===== config.mk =====
export PLATFORM = sky130hd
export DESIGN_NAME = lpm_pin_map
export DESIGN_NICKNAME = d
export VERILOG_FILES = /design/src/lpm_pkg.sv /design/src/lpm_strap_latch.sv /design/src/lpm_io_bit.sv /design/src/lpm_pin_map.sv
export SDC_FILE = /design/constraint.sdc
export NUM_CORES = 1
export LEC_CHECK = 0
export BUFFER_PORTS_ARGS = -buffer_cell sky130_fd_sc_hd__buf_4
export CORE_ASPECT_RATIO = 1.75
export CORE_MARGIN = 2
export CORE_UTILIZATION = 40
export CTS_CLUSTER_SIZE = 28
export DETAILED_ROUTE_END_ITERATION = 8
export PLACE_DENSITY = 0.7
export SETUP_SLACK_MARGIN = 0.3
export SYNTH_ARGS = -nofsm -noshare
export SYNTH_HDL_FRONTEND = slang
export SYNTH_SLANG_ARGS = --single-unit

===== constraint.sdc =====
create_clock -name i_mclk -period 5.7 [get_ports i_mclk]
set_clock_uncertainty 0.15 [all_clocks]
set_input_delay 0.285 -clock i_mclk [delete_from_list [all_inputs] [get_ports i_mclk]]
set_output_delay 0.285 -clock i_mclk [all_outputs]
set_load 0.02 [all_outputs]

===== src/lpm_pkg.sv =====
// Shared constants and types for the panel and host pin function map
`default_nettype none
package lpm_pkg;
   typedef enum logic [2:0] {
      LPM_BUS_EMB1, LPM_BUS_EMB2, LPM_BUS_STB1, LPM_BUS_STB2, LPM_BUS_GEN1, LPM_BUS_GEN2, LPM_BUS_RSVD
   } lpm_bus_e;
   localparam int LPM_AW = 8;
   localparam int LPM_DW = 8;
   localparam int LPM_IO_W = 5;
   localparam int LPM_STRAP_W = 5;
   localparam int LPM_PIX_LOW_W = 8;
   localparam int LPM_PIX_MID_W = 3;
   localparam logic [7:0] LPM_REG_MODE3 = 8'h03;
   localparam logic [7:0] LPM_REG_IO_DIR = 8'h04;
   localparam logic [7:0] LPM_REG_IO_DATA = 8'h05;
   localparam logic [7:0] LPM_REG_STATUS = 8'h06;
   localparam logic [7:0] LPM_MODE3_RST = 8'h00;
   localparam logic [7:0] LPM_MODE3_WMASK = 8'h77;
   localparam int LPM_M3_PANEL_LSB = 0;
   localparam int LPM_M3_PS_SEL = 2;
   localparam int LPM_M3_DISP_ON = 4;
   localparam int LPM_M3_INV_SEL = 5;
   localparam int LPM_M3_PWR_ON = 6;
   localparam logic [1:0] LPM_PANEL_MONO = 2'h0;
   localparam logic [1:0] LPM_PANEL_SHIFT2 = 2'h1;
   localparam logic [1:0] LPM_PANEL_TFT = 2'h2;
   localparam int LPM_STRAP_BE = 3;
   localparam int LPM_STRAP_POL = 4;
   localparam logic [2:0] LPM_CNF_EMB2 = 3'h0;
   localparam logic [2:0] LPM_CNF_EMB1 = 3'h1;
   localparam logic [2:0] LPM_CNF_STB1 = 3'h3;
   localparam logic [2:0] LPM_CNF_STB2 = 3'h5;
   localparam logic [2:0] LPM_CNF_GEN = 3'h7;
   localparam int LPM_IO_PS = 0;
   localparam int LPM_IO_MID_LSB = 1;
   localparam int LPM_IO_ELEVEN = 4;
endpackage
`default_nettype wire


===== src/lpm_strap_latch.sv =====
// Captures the configuration straps once after reset release and decodes them
`default_nettype none
module lpm_strap_latch
   import lpm_pkg::*;
(
   input wire logic i_mclk,
   input wire logic i_rst,
   input wire logic [LPM_STRAP_W-1:0] i_config_straps,
   input wire logic i_bus_start_n,
   output lpm_bus_e o_mode,
   output logic o_big_endian,
   output logic o_pwr_polarity,
   output logic o_valid
);
   function automatic lpm_bus_e decode(input logic [2:0] code, input logic bs_n);
      unique case (code)
         LPM_CNF_EMB2: decode = LPM_BUS_EMB2;
         LPM_CNF_EMB1: decode = LPM_BUS_EMB1;
         LPM_CNF_STB1: decode = LPM_BUS_STB1;
         LPM_CNF_STB2: decode = LPM_BUS_STB2;
         LPM_CNF_GEN: decode = bs_n ? LPM_BUS_GEN2 : LPM_BUS_GEN1;
         default: decode = LPM_BUS_RSVD;
      endcase
   endfunction

   // Straps are sampled on the first edge after release, never under the async reset
   always_ff @(posedge i_mclk or posedge i_rst) begin
      if (i_rst) begin
         o_valid <= 1'b0;
         o_mode <= LPM_BUS_RSVD;
         o_big_endian <= 1'b0;
         o_pwr_polarity <= 1'b0;
      end else if (!o_valid) begin
         o_valid <= 1'b1;
         o_mode <= decode(i_config_straps[2:0], i_bus_start_n);
         o_big_endian <= i_config_straps[LPM_STRAP_BE];
         o_pwr_polarity <= i_config_straps[LPM_STRAP_POL];
      end
   end
endmodule
`default_nettype wire


===== src/lpm_io_bit.sv =====
// One shared pin: software I/O bit with a function override
`default_nettype none
module lpm_io_bit (
   input wire logic i_mclk,
   input wire logic i_rst,
   input wire logic i_func_sel,
   input wire logic i_func_out,
   input wire logic i_func_oe,
   input wire logic i_wr_dir,
   input wire logic i_wr_data,
   input wire logic i_wdata_bit,
   input wire logic i_pad_in,
   output logic o_pad_out,
   output logic o_pad_oe,
   output logic o_dir,
   output logic o_in
);
   logic out_r;

   always_ff @(posedge i_mclk or posedge i_rst) begin
      if (i_rst) begin
         o_dir <= 1'b0;
         out_r <= 1'b0;
      end else begin
         if (i_wr_dir) begin
            o_dir <= i_wdata_bit;
         end
         if (i_wr_data) begin
            out_r <= i_wdata_bit;
         end
      end
   end

   // Pin comes out of reset as an input
   always_ff @(posedge i_mclk or posedge i_rst) begin
      if (i_rst) begin
         o_pad_out <= 1'b0;
         o_pad_oe <= 1'b0;
         o_in <= 1'b0;
      end else begin
         o_pad_out <= i_func_sel ? i_func_out : out_r;
         o_pad_oe <= i_func_sel ? i_func_oe : o_dir;
         o_in <= i_pad_in;
      end
   end
endmodule
`default_nettype wire


===== src/lpm_pin_map.sv =====
// Host and panel pin function map with reset states and configuration straps
`default_nettype none
module lpm_pin_map
   import lpm_pkg::*;
(
   input wire logic i_mclk,
   input wire logic i_rst,
   input wire logic [LPM_AW-1:0] i_reg_addr,
   input wire logic [LPM_DW-1:0] i_reg_wdata,
   input wire logic i_reg_wr,
   input wire logic i_reg_rd,
   output logic [LPM_DW-1:0] o_reg_rdata,
   input wire logic [LPM_STRAP_W-1:0] i_config_straps,
   input wire logic i_bus_start_n,
   input wire logic i_test_mode_enable,
   input wire logic i_cs_n,
   input wire logic i_read_pin,
   input wire logic i_core_ready,
   output logic o_read_strobe_n,
   output logic o_low_byte_read_n,
   output logic o_bus_size_bit_one,
   output logic o_wait_out,
   output logic o_wait_oe,
   output lpm_bus_e o_bus_mode,
   output logic o_big_endian,
   input wire logic [LPM_PIX_LOW_W-1:0] i_pixel_low,
   input wire logic [LPM_PIX_MID_W-1:0] i_pixel_mid,
   input wire logic i_pixel_eleven,
   input wire logic i_frame,
   input wire logic i_line,
   input wire logic i_shift,
   input wire logic i_display_enable,
   input wire logic i_backplane_bias,
   input wire logic i_second_shift,
   output logic [LPM_PIX_LOW_W-1:0] o_panel_pixel_bits_low,
   output logic o_panel_frame_pulse,
   output logic o_panel_line_pulse,
   output logic o_panel_shift_clock,
   output logic o_panel_display_ready,
   output logic o_panel_power_control,
   input wire logic [LPM_IO_W-1:0] i_io_pad_in,
   output logic [LPM_IO_W-1:0] o_io_pad_out,
   output logic [LPM_IO_W-1:0] o_io_pad_oe,
   output logic o_inverse_video,
   output logic o_power_save_req
);
   logic [LPM_DW-1:0] mode3_r;
   logic [LPM_IO_W-1:0] func_sel;
   logic [LPM_IO_W-1:0] func_out;
   logic [LPM_IO_W-1:0] func_oe;
   logic [LPM_IO_W-1:0] io_dir;
   logic [LPM_IO_W-1:0] io_in;
   logic strap_valid;
   logic pwr_pol;
   logic pwr_on_r;
   logic test_seen_r;
   logic host_active;
   logic ack_style;
   logic disp_on;
   logic is_tft;
   logic [1:0] panel_type;
   logic wr_mode3;
   logic wr_dir;
   logic wr_data;

   assign panel_type = mode3_r[LPM_M3_PANEL_LSB +: 2];
   assign disp_on = mode3_r[LPM_M3_DISP_ON];
   assign is_tft = (panel_type == LPM_PANEL_TFT);
   assign wr_mode3 = i_reg_wr && (i_reg_addr == LPM_REG_MODE3);
   assign wr_dir = i_reg_wr && (i_reg_addr == LPM_REG_IO_DIR);
   assign wr_data = i_reg_wr && (i_reg_addr == LPM_REG_IO_DATA);

   lpm_strap_latch u_straps (
      .i_mclk(i_mclk),
      .i_rst(i_rst),
      .i_config_straps(i_config_straps),
      .i_bus_start_n(i_bus_start_n),
      .o_mode(o_bus_mode),
      .o_big_endian(o_big_endian),
      .o_pwr_polarity(pwr_pol),
      .o_valid(strap_valid)
   );

   // Software registers
   always_ff @(posedge i_mclk or posedge i_rst) begin
      if (i_rst) begin
         mode3_r <= LPM_MODE3_RST;
      end else if (wr_mode3) begin
         mode3_r <= i_reg_wdata & LPM_MODE3_WMASK;
      end
   end

   // Read data stands one cycle after the strobe only
   always_ff @(posedge i_mclk or posedge i_rst) begin
      if (i_rst) begin
         o_reg_rdata <= '0;
      end else if (i_reg_rd) begin
         unique case (i_reg_addr)
            LPM_REG_MODE3: o_reg_rdata <= mode3_r;
            LPM_REG_IO_DIR: o_reg_rdata <= {3'h0, io_dir};
            LPM_REG_IO_DATA: o_reg_rdata <= {3'h0, io_in};
            LPM_REG_STATUS: o_reg_rdata <= {strap_valid, test_seen_r, o_power_save_req, pwr_pol,
                                            o_big_endian, o_bus_mode};
            default: o_reg_rdata <= '0;
         endcase
      end else begin
         o_reg_rdata <= '0;
      end
   end

   // Test enable is only reported; no test behaviour exists
   always_ff @(posedge i_mclk or posedge i_rst) begin
      if (i_rst) begin
         test_seen_r <= 1'b0;
      end else begin
         test_seen_r <= i_test_mode_enable;
      end
   end

   // Read pin role per bus mode
   always_ff @(posedge i_mclk or posedge i_rst) begin
      if (i_rst) begin
         o_read_strobe_n <= 1'b1;
         o_low_byte_read_n <= 1'b1;
         o_bus_size_bit_one <= 1'b0;
      end else begin
         o_read_strobe_n <= 1'b1;
         o_low_byte_read_n <= 1'b1;
         o_bus_size_bit_one <= 1'b0;
         unique case (o_bus_mode)
            LPM_BUS_EMB1, LPM_BUS_EMB2, LPM_BUS_GEN2: o_read_strobe_n <= i_read_pin;
            LPM_BUS_STB2: o_bus_size_bit_one <= i_read_pin;
            LPM_BUS_GEN1: o_low_byte_read_n <= i_read_pin;
            LPM_BUS_STB1, LPM_BUS_RSVD: o_read_strobe_n <= 1'b1;
         endcase
      end
   end

   // Wait pin: acknowledge low when the core is ready in EMB2, STB1 and STB2, else wait request low when not ready
   assign host_active = strap_valid && !i_cs_n && (o_bus_mode != LPM_BUS_RSVD);
   assign ack_style = (o_bus_mode == LPM_BUS_EMB2) || (o_bus_mode == LPM_BUS_STB1) ||
                      (o_bus_mode == LPM_BUS_STB2);

   always_ff @(posedge i_mclk or posedge i_rst) begin
      if (i_rst) begin
         o_wait_out <= 1'b1;
         o_wait_oe <= 1'b0;
      end else begin
         o_wait_oe <= host_active;
         if (!host_active) begin
            o_wait_out <= 1'b1;
         end else if (ack_style) begin
            o_wait_out <= !i_core_ready;
         end else begin
            o_wait_out <= i_core_ready;
         end
      end
   end

   // Panel outputs held low until display output is enabled
   always_ff @(posedge i_mclk or posedge i_rst) begin
      if (i_rst) begin
         o_panel_pixel_bits_low <= '0;
         o_panel_frame_pulse <= 1'b0;
         o_panel_line_pulse <= 1'b0;
         o_panel_shift_clock <= 1'b0;
      end else begin
         o_panel_pixel_bits_low <= disp_on ? i_pixel_low : '0;
         o_panel_frame_pulse <= disp_on && i_frame;
         o_panel_line_pulse <= disp_on && i_line;
         o_panel_shift_clock <= disp_on && i_shift;
      end
   end

   always_ff @(posedge i_mclk or posedge i_rst) begin
      if (i_rst) begin
         o_panel_display_ready <= 1'b0;
      end else if (!disp_on) begin
         o_panel_display_ready <= 1'b0;
      end else if (is_tft) begin
         o_panel_display_ready <= i_display_enable;
      end else if (panel_type == LPM_PANEL_SHIFT2) begin
         o_panel_display_ready <= i_second_shift;
      end else begin
         o_panel_display_ready <= i_backplane_bias;
      end
   end

   // Power-save input and inverse-video input
   always_ff @(posedge i_mclk or posedge i_rst) begin
      if (i_rst) begin
         o_power_save_req <= 1'b0;
         o_inverse_video <= 1'b0;
      end else begin
         o_power_save_req <= mode3_r[LPM_M3_PS_SEL] && io_in[LPM_IO_PS];
         o_inverse_video <= !is_tft && mode3_r[LPM_M3_INV_SEL] && io_in[LPM_IO_ELEVEN];
      end
   end

   // Power request; the level flop holds no async reset because its off level is strap dependent
   always_ff @(posedge i_mclk or posedge i_rst) begin
      if (i_rst) begin
         pwr_on_r <= 1'b0;
      end else begin
         pwr_on_r <= mode3_r[LPM_M3_PWR_ON] && !o_power_save_req;
      end
   end

   // Before capture the hard-wired strap gives the off level, loaded on each clock edge while reset is held
   always_ff @(posedge i_mclk) begin
      if (i_rst || !strap_valid) begin
         o_panel_power_control <= !i_config_straps[LPM_STRAP_POL];
      end else if (!pwr_on_r) begin
         o_panel_power_control <= !pwr_pol;
      end else begin
         o_panel_power_control <= pwr_pol;
      end
   end

   // Function override of each shared pin
   always_comb begin
      func_sel = '0;
      func_out = '0;
      func_oe = '0;
      func_sel[LPM_IO_PS] = mode3_r[LPM_M3_PS_SEL];
      func_sel[LPM_IO_MID_LSB +: LPM_PIX_MID_W] = {LPM_PIX_MID_W{is_tft}};
      func_out[LPM_IO_MID_LSB +: LPM_PIX_MID_W] = disp_on ? i_pixel_mid : '0;
      func_oe[LPM_IO_MID_LSB +: LPM_PIX_MID_W] = {LPM_PIX_MID_W{is_tft}};
      func_sel[LPM_IO_ELEVEN] = is_tft || mode3_r[LPM_M3_INV_SEL];
      func_out[LPM_IO_ELEVEN] = disp_on && i_pixel_eleven;
      func_oe[LPM_IO_ELEVEN] = is_tft;
   end

   generate
      for (genvar g = 0; g < LPM_IO_W; g++) begin : g_io
         lpm_io_bit u_bit (
            .i_mclk(i_mclk),
            .i_rst(i_rst),
            .i_func_sel(func_sel[g]),
            .i_func_out(func_out[g]),
            .i_func_oe(func_oe[g]),
            .i_wr_dir(wr_dir),
            .i_wr_data(wr_data),
            .i_wdata_bit(i_reg_wdata[g]),
            .i_pad_in(i_io_pad_in[g]),
            .o_pad_out(o_io_pad_out[g]),
            .o_pad_oe(o_io_pad_oe[g]),
            .o_dir(io_dir[g]),
            .o_in(io_in[g])
         );
      end
   endgenerate
endmodule
`default_nettype wire


Yosys cells after proc, flatten, opt, wreduce, memory -nomap -nowiden
Cells that the tools add are included.
{ "totals": {"ff_bits": 67, "input_bits": 53, "output_inout_bits": 42, "wordCells": 115} }
{ "op_classes": {"n_eq_ne": 16, "n_mux": 26, "n_reduce_logical": 27} }
{ "ops": {"columns": ["op", "count"], "rows": [
  ["8-bit one-hot mux with 4 select lines", 1],
  ["8-bit by 3-bit equality test with 1-bit output, second input constant", 3],
  ["1-bit 2-to-1 mux", 21],
  ["8-bit 2-to-1 mux", 2],
  ["3-bit one-hot mux with 5 select lines", 1],
  ["1-bit logical AND", 13],
  ["3-bit equality test, second input constant", 4],
  ["3-bit by 2-bit equality test with 1-bit output, second input constant", 3],
  ["8-bit by 2-bit equality test with 1-bit output, second input constant", 1],
  ["1-bit logical NOT", 7],
  ["3-bit by 1-bit equality test with 1-bit output, second input constant", 2],
  ["3-bit logical NOT", 2],
  ["1-bit logical OR", 4],
  ["3-bit 2-to-1 mux", 1],
  ["3-bit inequality test, second input constant", 1],
  ["3-bit OR reduction", 1],
  ["2-bit by 1-bit equality test with 1-bit output, second input constant", 1],
  ["2-bit equality test, second input constant", 1]
]} }

Longest topological paths before layout
Gate-level depths: netlist of run 1.
{ "logic_depth": {"word_depth": 5, "ltp_mapped": 5, "depth_no_buf": 3} }

Cells and area by module
A second synthesis of run 1 with hierarchy kept.
{ "hier_totals": {"hier_cells": 210, "hier_area_um2": 2732.6} }
{ "by_module_without_submodules": {"columns": ["module", "instances", "cells_per_inst", "area_each_um2", "seq_area_each_um2"], "rows": [
  ["lpm_pin_map", 1, 137, 1609.0, 899.6],
  ["lpm_io_bit", 5, 10, 173.9, 125.1],
  ["lpm_strap_latch", 1, 23, 254.0, 152.6]
]} }

Worst setup path before layout of run 1
Ideal clock, no wire load.
{ "synth_timing": {"kind": "input to register", "from": "input port i_rst", "to": "register o_panel_power_control", "setup_ps": 121, "arrival_time_ps": 2110, "path_slack_ps": 3319, "stages": 3, "n_path_buf": 0, "cell_sequence": "inv_1 -> a21oi_1 -> a31o_2"} }
{ "synth_between": {"elab_chain_len": 2} }
{ "synth_rtl": {"columns": ["element", "line", "text"], "rows": [
  ["start, declared", "lpm_pin_map.sv:7", "input wire logic i_rst,"],
  ["1-bit logical OR", "lpm_pin_map.sv:211", "if (i_rst || !strap_valid) begin"],
  ["1-bit 2-to-1 mux", "lpm_pin_map.sv:211", null],
  ["end signal, assigned", "lpm_pin_map.sv:212", "o_panel_power_control <= !i_config_straps[LPM_STRAP_POL];"],
  ["end signal, assigned", "lpm_pin_map.sv:214", "o_panel_power_control <= !pwr_pol;"],
  ["end signal, assigned", "lpm_pin_map.sv:216", "o_panel_power_control <= pwr_pol;"],
  ["end, declared", "lpm_pin_map.sv:40", "output logic o_panel_power_control,"]
]} }
No other way between the ends.
A chain may end at the register's enable or synchronous reset.

Worst setup path after layout of run 1
{ "layout_timing": {"from": "input port i_reg_addr[3]", "to": "register g_io[0].u_bit.out_r"} }
{ "layout_between": {"elab_chain_len": 2} }
{ "layout_rtl": {"columns": ["element", "line", "text"], "rows": [
  ["start, declared", "lpm_pin_map.sv:8", "input wire logic [LPM_AW-1:0] i_reg_addr,"],
  ["8-bit by 3-bit equality test with 1-bit output", "lpm_pin_map.sv:71", "assign wr_data = i_reg_wr && (i_reg_addr == LPM_REG_IO_DATA);"],
  ["1-bit logical AND", "lpm_pin_map.sv:71", null],
  ["end signal, assigned", "lpm_io_bit.sv:29", "out_r <= i_wdata_bit;"],
  ["end, declared", "lpm_io_bit.sv:18", "logic out_r;"]
]} }
No other way between the ends.

==> results of run 1 <==
-- sequential cells by signal (all words and copies together), names as in the netlist, 3 cells and up --
register                cells
g_io.u_bit.o_dir            5
g_io.u_bit.o_in             5
g_io.u_bit.o_pad_oe         5
g_io.u_bit.o_pad_out        5
g_io.u_bit.out_r            5
mode3_r                     6
o_panel_pixel_bits_low      8
o_reg_rdata                 8
u_straps.o_mode             3
-- path summary, 6_finish.rpt --
path / slack (ns) / from / end
min: 0.02 / i_pixel_low[4] / o_panel_pixel_bits_low[4]
max in group asynchronous: 4.08 / i_rst / o_panel_display_ready
min in group asynchronous: 0.38 / i_rst / u_straps.o_pwr_polarity
max reg2reg: 4.23 / mode3_r[0] / g_io[4].u_bit.o_pad_out
max: 3.78 / i_reg_addr[3] / g_io[0].u_bit.out_r
min reg2reg: 0.33 / g_io[0].u_bit.o_in / o_power_save_req
-- area by class of cell --
type | count | share of cell area, %
flip-flops and latches | 67 | 44.4
inverters | 6 | 0.596
clock buffers | 16 | 7.18
multi-input cells | 126 | 24.6
well taps | 84 | 2.78
repair buffers | 101 | 20.5
-- power by group through the flow --
stage / clock network [mW] / logic, mW / registers (mW)
after detailed placement: 0 / 0.120 / 0.527
after global placement: 0 / 0.117 / 0.526
after floorplan: 0 / 0.0593 / 0.530
after global routing: 0.532 / 0.134 / 0.522
after CTS: 0.508 / 0.125 / 0.519
final: 0.501 / 0.123 / 0.518
-- Yosys cell counts (all sizes together) --
master / instances / share of area [%]
a21oi: 8 / 1.5
a22oi: 2 / 0.54
a311oi: 1 / 0.32
a31o: 2 / 0.64
and2: 12 / 2.7
and3: 1 / 0.23
and3b: 8 / 2.5
and4: 1 / 0.32
and4b: 1 / 0.36
buf: 12 / 3.5
clkbuf: 8 / 1.1
conb: 1 / 0.14
dfrtp: 61 / 55
dfstp: 5 / 4.8
dfxtp: 1 / 0.73
inv: 6 / 0.82
maj3: 1 / 0.36
mux2: 24 / 10
mux2i: 2 / 0.73
nand2: 16 / 2.2
nand2b: 7 / 1.6
nand3: 3 / 0.54
nand3b: 2 / 0.54
nor2: 6 / 0.82
nor2b: 6 / 1.4
nor3: 2 / 0.54
nor4: 1 / 0.77
nor4b: 1 / 0.32
o211a: 1 / 0.36
o21ai: 12 / 2.2
or3: 2 / 0.45
or4b: 2 / 0.86
xnor2: 1 / 0.32
-- worst max-delay path: stages --
cell,delay (ns)
buf_4,0.11
or4b_1,0.65
or3_1,0.56
mux2_4,0.35
-- cell families (layout without fill, tap and decap cells) --
logic type,after synthesis,after routing
AO/OA/AOI/OAI,26,26
XOR/XNOR,1,1
adder cells (fa/ha/maj),1,1
buffers and inverters,26,123
flip-flops,67,67
multiplexers,26,26
other,1,1
AND/OR/NAND/NOR,71,71
-- stage by stage --
| step | cells | utilization [%] |
|---|---|---|
| finish | 400 | 56.0 |
| global route | 400 | 56.0 |
| CTS | 400 | 56.0 |
| detailed placement | 377 | 50.9 |
| global placement | 377 | 50.9 |
| floorplan | 219 | - |
-- metal layers --
layer  GRT usage, %  up-vias
met1           19.0      914
met2           29.9       55
met3           4.44       17
met5              0        -
met4           8.44        0
li1               -      918
==> impl_metrics.tcl, run 1 <==
set metrics [dict create \
    grt_max_degree 47 \
    hold_path_class "in2reg" \
    slew_headroom_pct 62.5 \
    clk_latency_ns 0.33 \
    met2_wirelength_um 3340 \
    worstPathArrival_ns 1.97 \
    yosysWarnings 0 \
    synth_compound_area_share_pct 5.49 \
    area_growth_pct 37.2 \
    cts.clk_slew.worst_paths_ns 0.05 \
    diodes 0 \
    wl_met1_um 2180 \
    multi_input_area_sq_um 928 \
    reg2reg_depth 3 \
    post_cts_buffers 0 \
    synthSimpleGateAreaFrac_pct 16.2 \
    p_clk_share_pct 43.9 \
    route.top_layer_used "met4" \
    seq_area_frac_synth_pct 60.9 \
    portBuffers 93 \
    drcViolationCount 0 \
    finalWorstSetupSlack_ns 3.78 \
    p_comb_share_pct 10.7 \
    critical_path_class "in2reg" \
    sw_frac_of_total_pct 22.6 \
    hpwl_um 4360 \
    worst-endpoint-required_ns 5.76 \
    numCtsBuffers 9 \
    ctsResizeCount 0 \
    place_area_sq_um 3440 \
    gp_congestion 0.719 \
    antenna_left 0 \
    pre_cts_ws_ns 3.45 \
    cts-htree-levels 3 \
    syn_nets 272 \
    synth_top_family_by_area "simple AND/OR/NAND/NOR gates" \
    wire_per_inst_um 15.0 \
    finalInstanceArea_sq_um 3780 \
    p_sw_uw 258 \
    via_count 1904 \
    maxClockFrequency_mhz 521 \
    setup_tns_ns 0 \
    synth_xor_xnor_area_share_pct 0.318 \
    outcome "finished, final reports clean" \
    synthCells 219 \
    final_nets 364 \
    ys_ff_latch 67 \
    cp-end-kind "flip-flop" \
    drt_iter0_markers 93 \
    worst_hold_slack_ns 0.0215 \
    avgSynthCellArea_sq_um 12.6 \
    powerDensity_nw_per_um2 302 \
    mostFrequentLayoutCells "buf_4, dfrtp_1, mux2_2" \
    die_h_um 114 \
    grt_pass1_vias 1935 \
    rows 40 \
    final_common_cell "buf_4" \
    post-route-period-util_pct 33.6 \
    fill_cells 597 \
    die_w_um 66.8 \
    antenna_found_initial 0 \
    seq_area_sq_um 1680 \
    drive_above_1_share_pct 44.3 \
    period_minus_slack_ns 1.92 \
    hold_viol 0 \
    setup_viol 0 \
    grt_pass1_wl_um 9570 \
    cts_tree "yes" \
    rsz0062_at_grt "no" \
    worstMarginPinSlew_ns 0.563 \
    p_leak_nw 1.92 \
    pwr-share-seq_pct 45.4 \
    drt_wl_total_um 5980 \
    synth_cell_types 37 \
    drv_cap 0 \
    start_kind "input port" \
    first_pass_iters 4 \
    syn_area_sq_um 2760 \
    clk_path_buf_depth 2 \
    finalPower_mw 1.14 \
    cp_max_fo 5 \
    dieArea_sq_um 7600 \
    via_per_inst 4.76 \
    peakVddDrop_uv 152 \
    whs_path_depth 2 \
    wl_met3_um 296 \
    synthAdderAreaFrac_pct 0.363 \
    grt_usage_pct 17.2 \
    start_util_pct 40.8 \
    slew_viol_final 0 \
    fp.coreArea_sq_um 6760 \
    io_pins 95 \
    p_int_uw 885 \
    synth.area.mux_share_pct 11.2 \
    cts.sinks 67 \
    grt_overflow_total 0 \
    cts-hold-fix-buffers 7 \
    cts-root-buf "clkbuf_16" \
]
(Power assumes the default switching activity.)
==> run 2, diff against run 1 <==
--- a/config.mk
+++ b/config.mk
@@ -5,6 +5,7 @@
 export SDC_FILE = /design/constraint.sdc
 export NUM_CORES = 1
 export LEC_CHECK = 0
+export ABC_AREA = 1
 export BUFFER_PORTS_ARGS = -buffer_cell sky130_fd_sc_hd__buf_4
 export CORE_ASPECT_RATIO = 1.75
 export CORE_MARGIN = 2
==> constraint.sdc (replaced) <==
create_clock -name i_mclk -period 2 [get_ports i_mclk]
set_clock_uncertainty 0.15 [all_clocks]
set_input_delay 0.1 -clock i_mclk [delete_from_list [all_inputs] [get_ports i_mclk]]
set_output_delay 0.1 -clock i_mclk [all_outputs]
set_load 0.02 [all_outputs]
==> run 2 against run 1 <==
Compared with the run above: power rose to 3.0 times the previous value; die area decreased by 0.82%; synthesized area down 0.86%; core utilization grew 7.2 points; highest routed layer unchanged; synthesized cell count grew 34%; via count grew 20%; global-route usage grew 1.7 points.
==> impl_metrics.tcl, run 2 <==
set metrics [dict create \
    setup_tns_ns 0 \
    slew_viol_final 0 \
    die_w_um 66.5 \
    hpwl_um 4670 \
    drive_above_1_share_pct 30.3 \
    syn_nets 347 \
    synth_flop_cell "dfrtp_1" \
    worstPathArrival_ns 1.61 \
    busiest_layer "met2" \
    mostFrequentLayoutCells "buf_4, nand2_1, dfrtp_1" \
    post-route-period-util_pct 75.5 \
    p_sw_uw 803 \
    drv_cap 0 \
    grt_use_met2_pct 34.3 \
    grt.met3_usage_pct 4.47 \
    synth_cell_types 30 \
    antenna_found_initial 0 \
    area_growth_pct 52.2 \
    slew_headroom_pct 60.0 \
    pwr-share-seq_pct 44.0 \
    io_pins 95 \
    seq_area_frac_synth_pct 61.4 \
    diodes 0 \
    first_pass_iters 4 \
    syn_area_sq_um 2730 \
    outcome "finished, final reports clean" \
    die_h_um 113 \
    cp-end-kind "flip-flop" \
    reg_top3 "o_panel_pixel_bits_low: 8 flops, o_reg_rdata: 8 flops, mode3_r: 6 flops" \
    drt_wl_total_um 6410 \
    synth_top_area_share_pct 55.9 \
    via_per_inst 4.46 \
    sw_frac_of_total_pct 23.4 \
    portBuffers 93 \
    hold_path_class "in2reg" \
    synthTopCellsByCount "nand2_1, dfrtp_1, inv_1" \
    rsz0062_at_grt "no" \
    synth_area_leaders "dfrtp_1, nand2_1, inv_1" \
    synthCells 294 \
    numCtsBuffers 9 \
    cts.sinks 67 \
    wire_per_inst_um 12.5 \
    maxClockFrequency_mhz 662 \
    finalPower_mw 3.43 \
    ys_ff_latch 67 \
    async_flop_share_pct 98.5 \
    final_nets 480 \
    final_common_cell "buf_4" \
    via_count 2292 \
    setup_viol 0 \
    finalInstanceArea_sq_um 4160 \
    fp.coreArea_sq_um 6590 \
    worstMarginPinSlew_ns 0.600 \
    p_int_mw 2.63 \
    antenna_left 0 \
    critical_path_class "in2reg" \
    cts-htree-levels 3 \
    p_leak_nw 2.21 \
    rows 39 \
    drt_iter0_markers 94 \
    grt_usage_pct 19.0 \
    yosysWarnings 0 \
    synth_edf_count 0 \
    use_met1_pct 18.9 \
    place_area_sq_um 3460 \
    grt_max_degree 33 \
    grt_pass1_wl_um 10600 \
    grt_overflow_total 0 \
    start_util_pct 41.5 \
    grt_pass1_vias 2397 \
    worst-endpoint-required_ns 2.10 \
    powerDensity_nw_per_um2 825 \
    clk_path_buf_depth 2 \
    p_comb_share_pct 14.0 \
    synth_top_area_cell "dfrtp_1" \
    hold_viol 0 \
    start_kind "input port" \
    peakVddDrop_uv 630 \
    yosysMostFrequentCell "nand2_1" \
    clk_latency_ns 0.32 \
    p_clk_share_pct 42.1 \
    cts_tree "yes" \
    dieArea_sq_um 7530 \
    drcViolationCount 0 \
    cts-root-buf "clkbuf_16" \
    avgSynthCellArea_sq_um 9.29 \
    cp_max_fo 3 \
    period_minus_slack_ns 1.51 \
    gp_congestion 0.840 \
    cts.clk_slew.worst_paths_ns 0.05 \
]
run 2: cell types whose count changed after synthesis, moves of 5 or more:
cell      before  now
and2_1        12    0
and3b_1        8    0
clkbuf_1       8    1
inv_1          6   42
mux2_2        19    0
mux2_4         5    0
nand2_1       16   88
nand2b_1       7    0
nor2_1         6   23
nor2b_1        6    0
o21ai_1        0   10
run 2: worst max-delay path, cell delays in order:
cell           delay [ns]
dlygate4sd3_1        0.54
buf_4                0.15
nand3_1              0.07
dlygate4sd3_1        0.57
nand3_1              0.09
o21ai_0              0.09
run 2: layout make-up:
type	count	area (sq um)
clock buffer	14	274
clock inverter	2	10.0
inverter	42	161
multi-input combinational	171	797
tap	82	103
fill	544	2430
sequential	67	1680
timing repair buffer	136	1140
run 2: layer usage:
| layer | share of wire [%] | routed length (um) | up-vias |
|---|---|---|---|
| met5 | 0 | 0 | - |
| met4 | 3.0 | 193 | 0 |
| met3 | 4.8 | 308 | 15 |
| met2 | 57 | 3660 | 76 |
| met1 | 35 | 2250 | 1049 |
| li1 | - | - | 1152 |
run 2: path summary, 6_finish.rpt:
check	start	end	slack, ns	cells past startpoint
setup / recovery	i_config_straps[0]	u_straps.o_mode[1]	0.49	6
hold / removal	i_reg_addr[3]	o_reg_rdata[7]	0.01	4
setup reg to reg	mode3_r[0]	g_io[3].u_bit.o_pad_oe	0.59	4
hold reg to reg	g_io[0].u_bit.o_in	o_power_save_req	0.32	2
max in group asynchronous	i_rst	g_io[3].u_bit.o_pad_out	0.95	4
min in group asynchronous	i_rst	o_bus_size_bit_one	0.19	3
run 2: metrics by stage:
step	utilization, %	hold WS, ns	setup slack, ns	cells
2_1_floorplan	-	-0.0186	0.777	294
3_3_place_gp	52.6	-0.0264	0.617	457
3_5_place_dp	52.6	-0.0262	0.590	457
4_1_cts	63.1	0.00565	0.509	514
5_1_grt	63.1	0.0339	0.420	514
6_report	63.1	0.0146	0.489	514
run 2: logic make-up after synthesis:
group,after synthesis,share of synthesized area [%]
AOI/OAI and AO/OA,33,6.55
xor gates and xnor gates,2,0.641
buffers and inverters,56,9.43
DFF,67,61.4
other,1,0.137
and+or+nand+nor,135,21.8
run 2: repair_timing:
item | CTS | global route
setup endpoints to repair | 0 | 0
buffers inserted | 0 | 0
endpoints found under the hold margin | 102 | 0
resized for setup | 0 | 0
hold buffers | 41 | 0
run 2: power groups by stage:
stage / clock network (mW) / registers [mW] / logic (mW)
4_1_cts: 1.48 / 1.51 / 0.485
2_1_floorplan: 0 / 1.56 / 0.187
6_report: 1.44 / 1.51 / 0.479
3_5_place_dp: 0 / 1.53 / 0.419
3_3_place_gp: 0 / 1.53 / 0.410
5_1_grt: 1.56 / 1.52 / 0.524
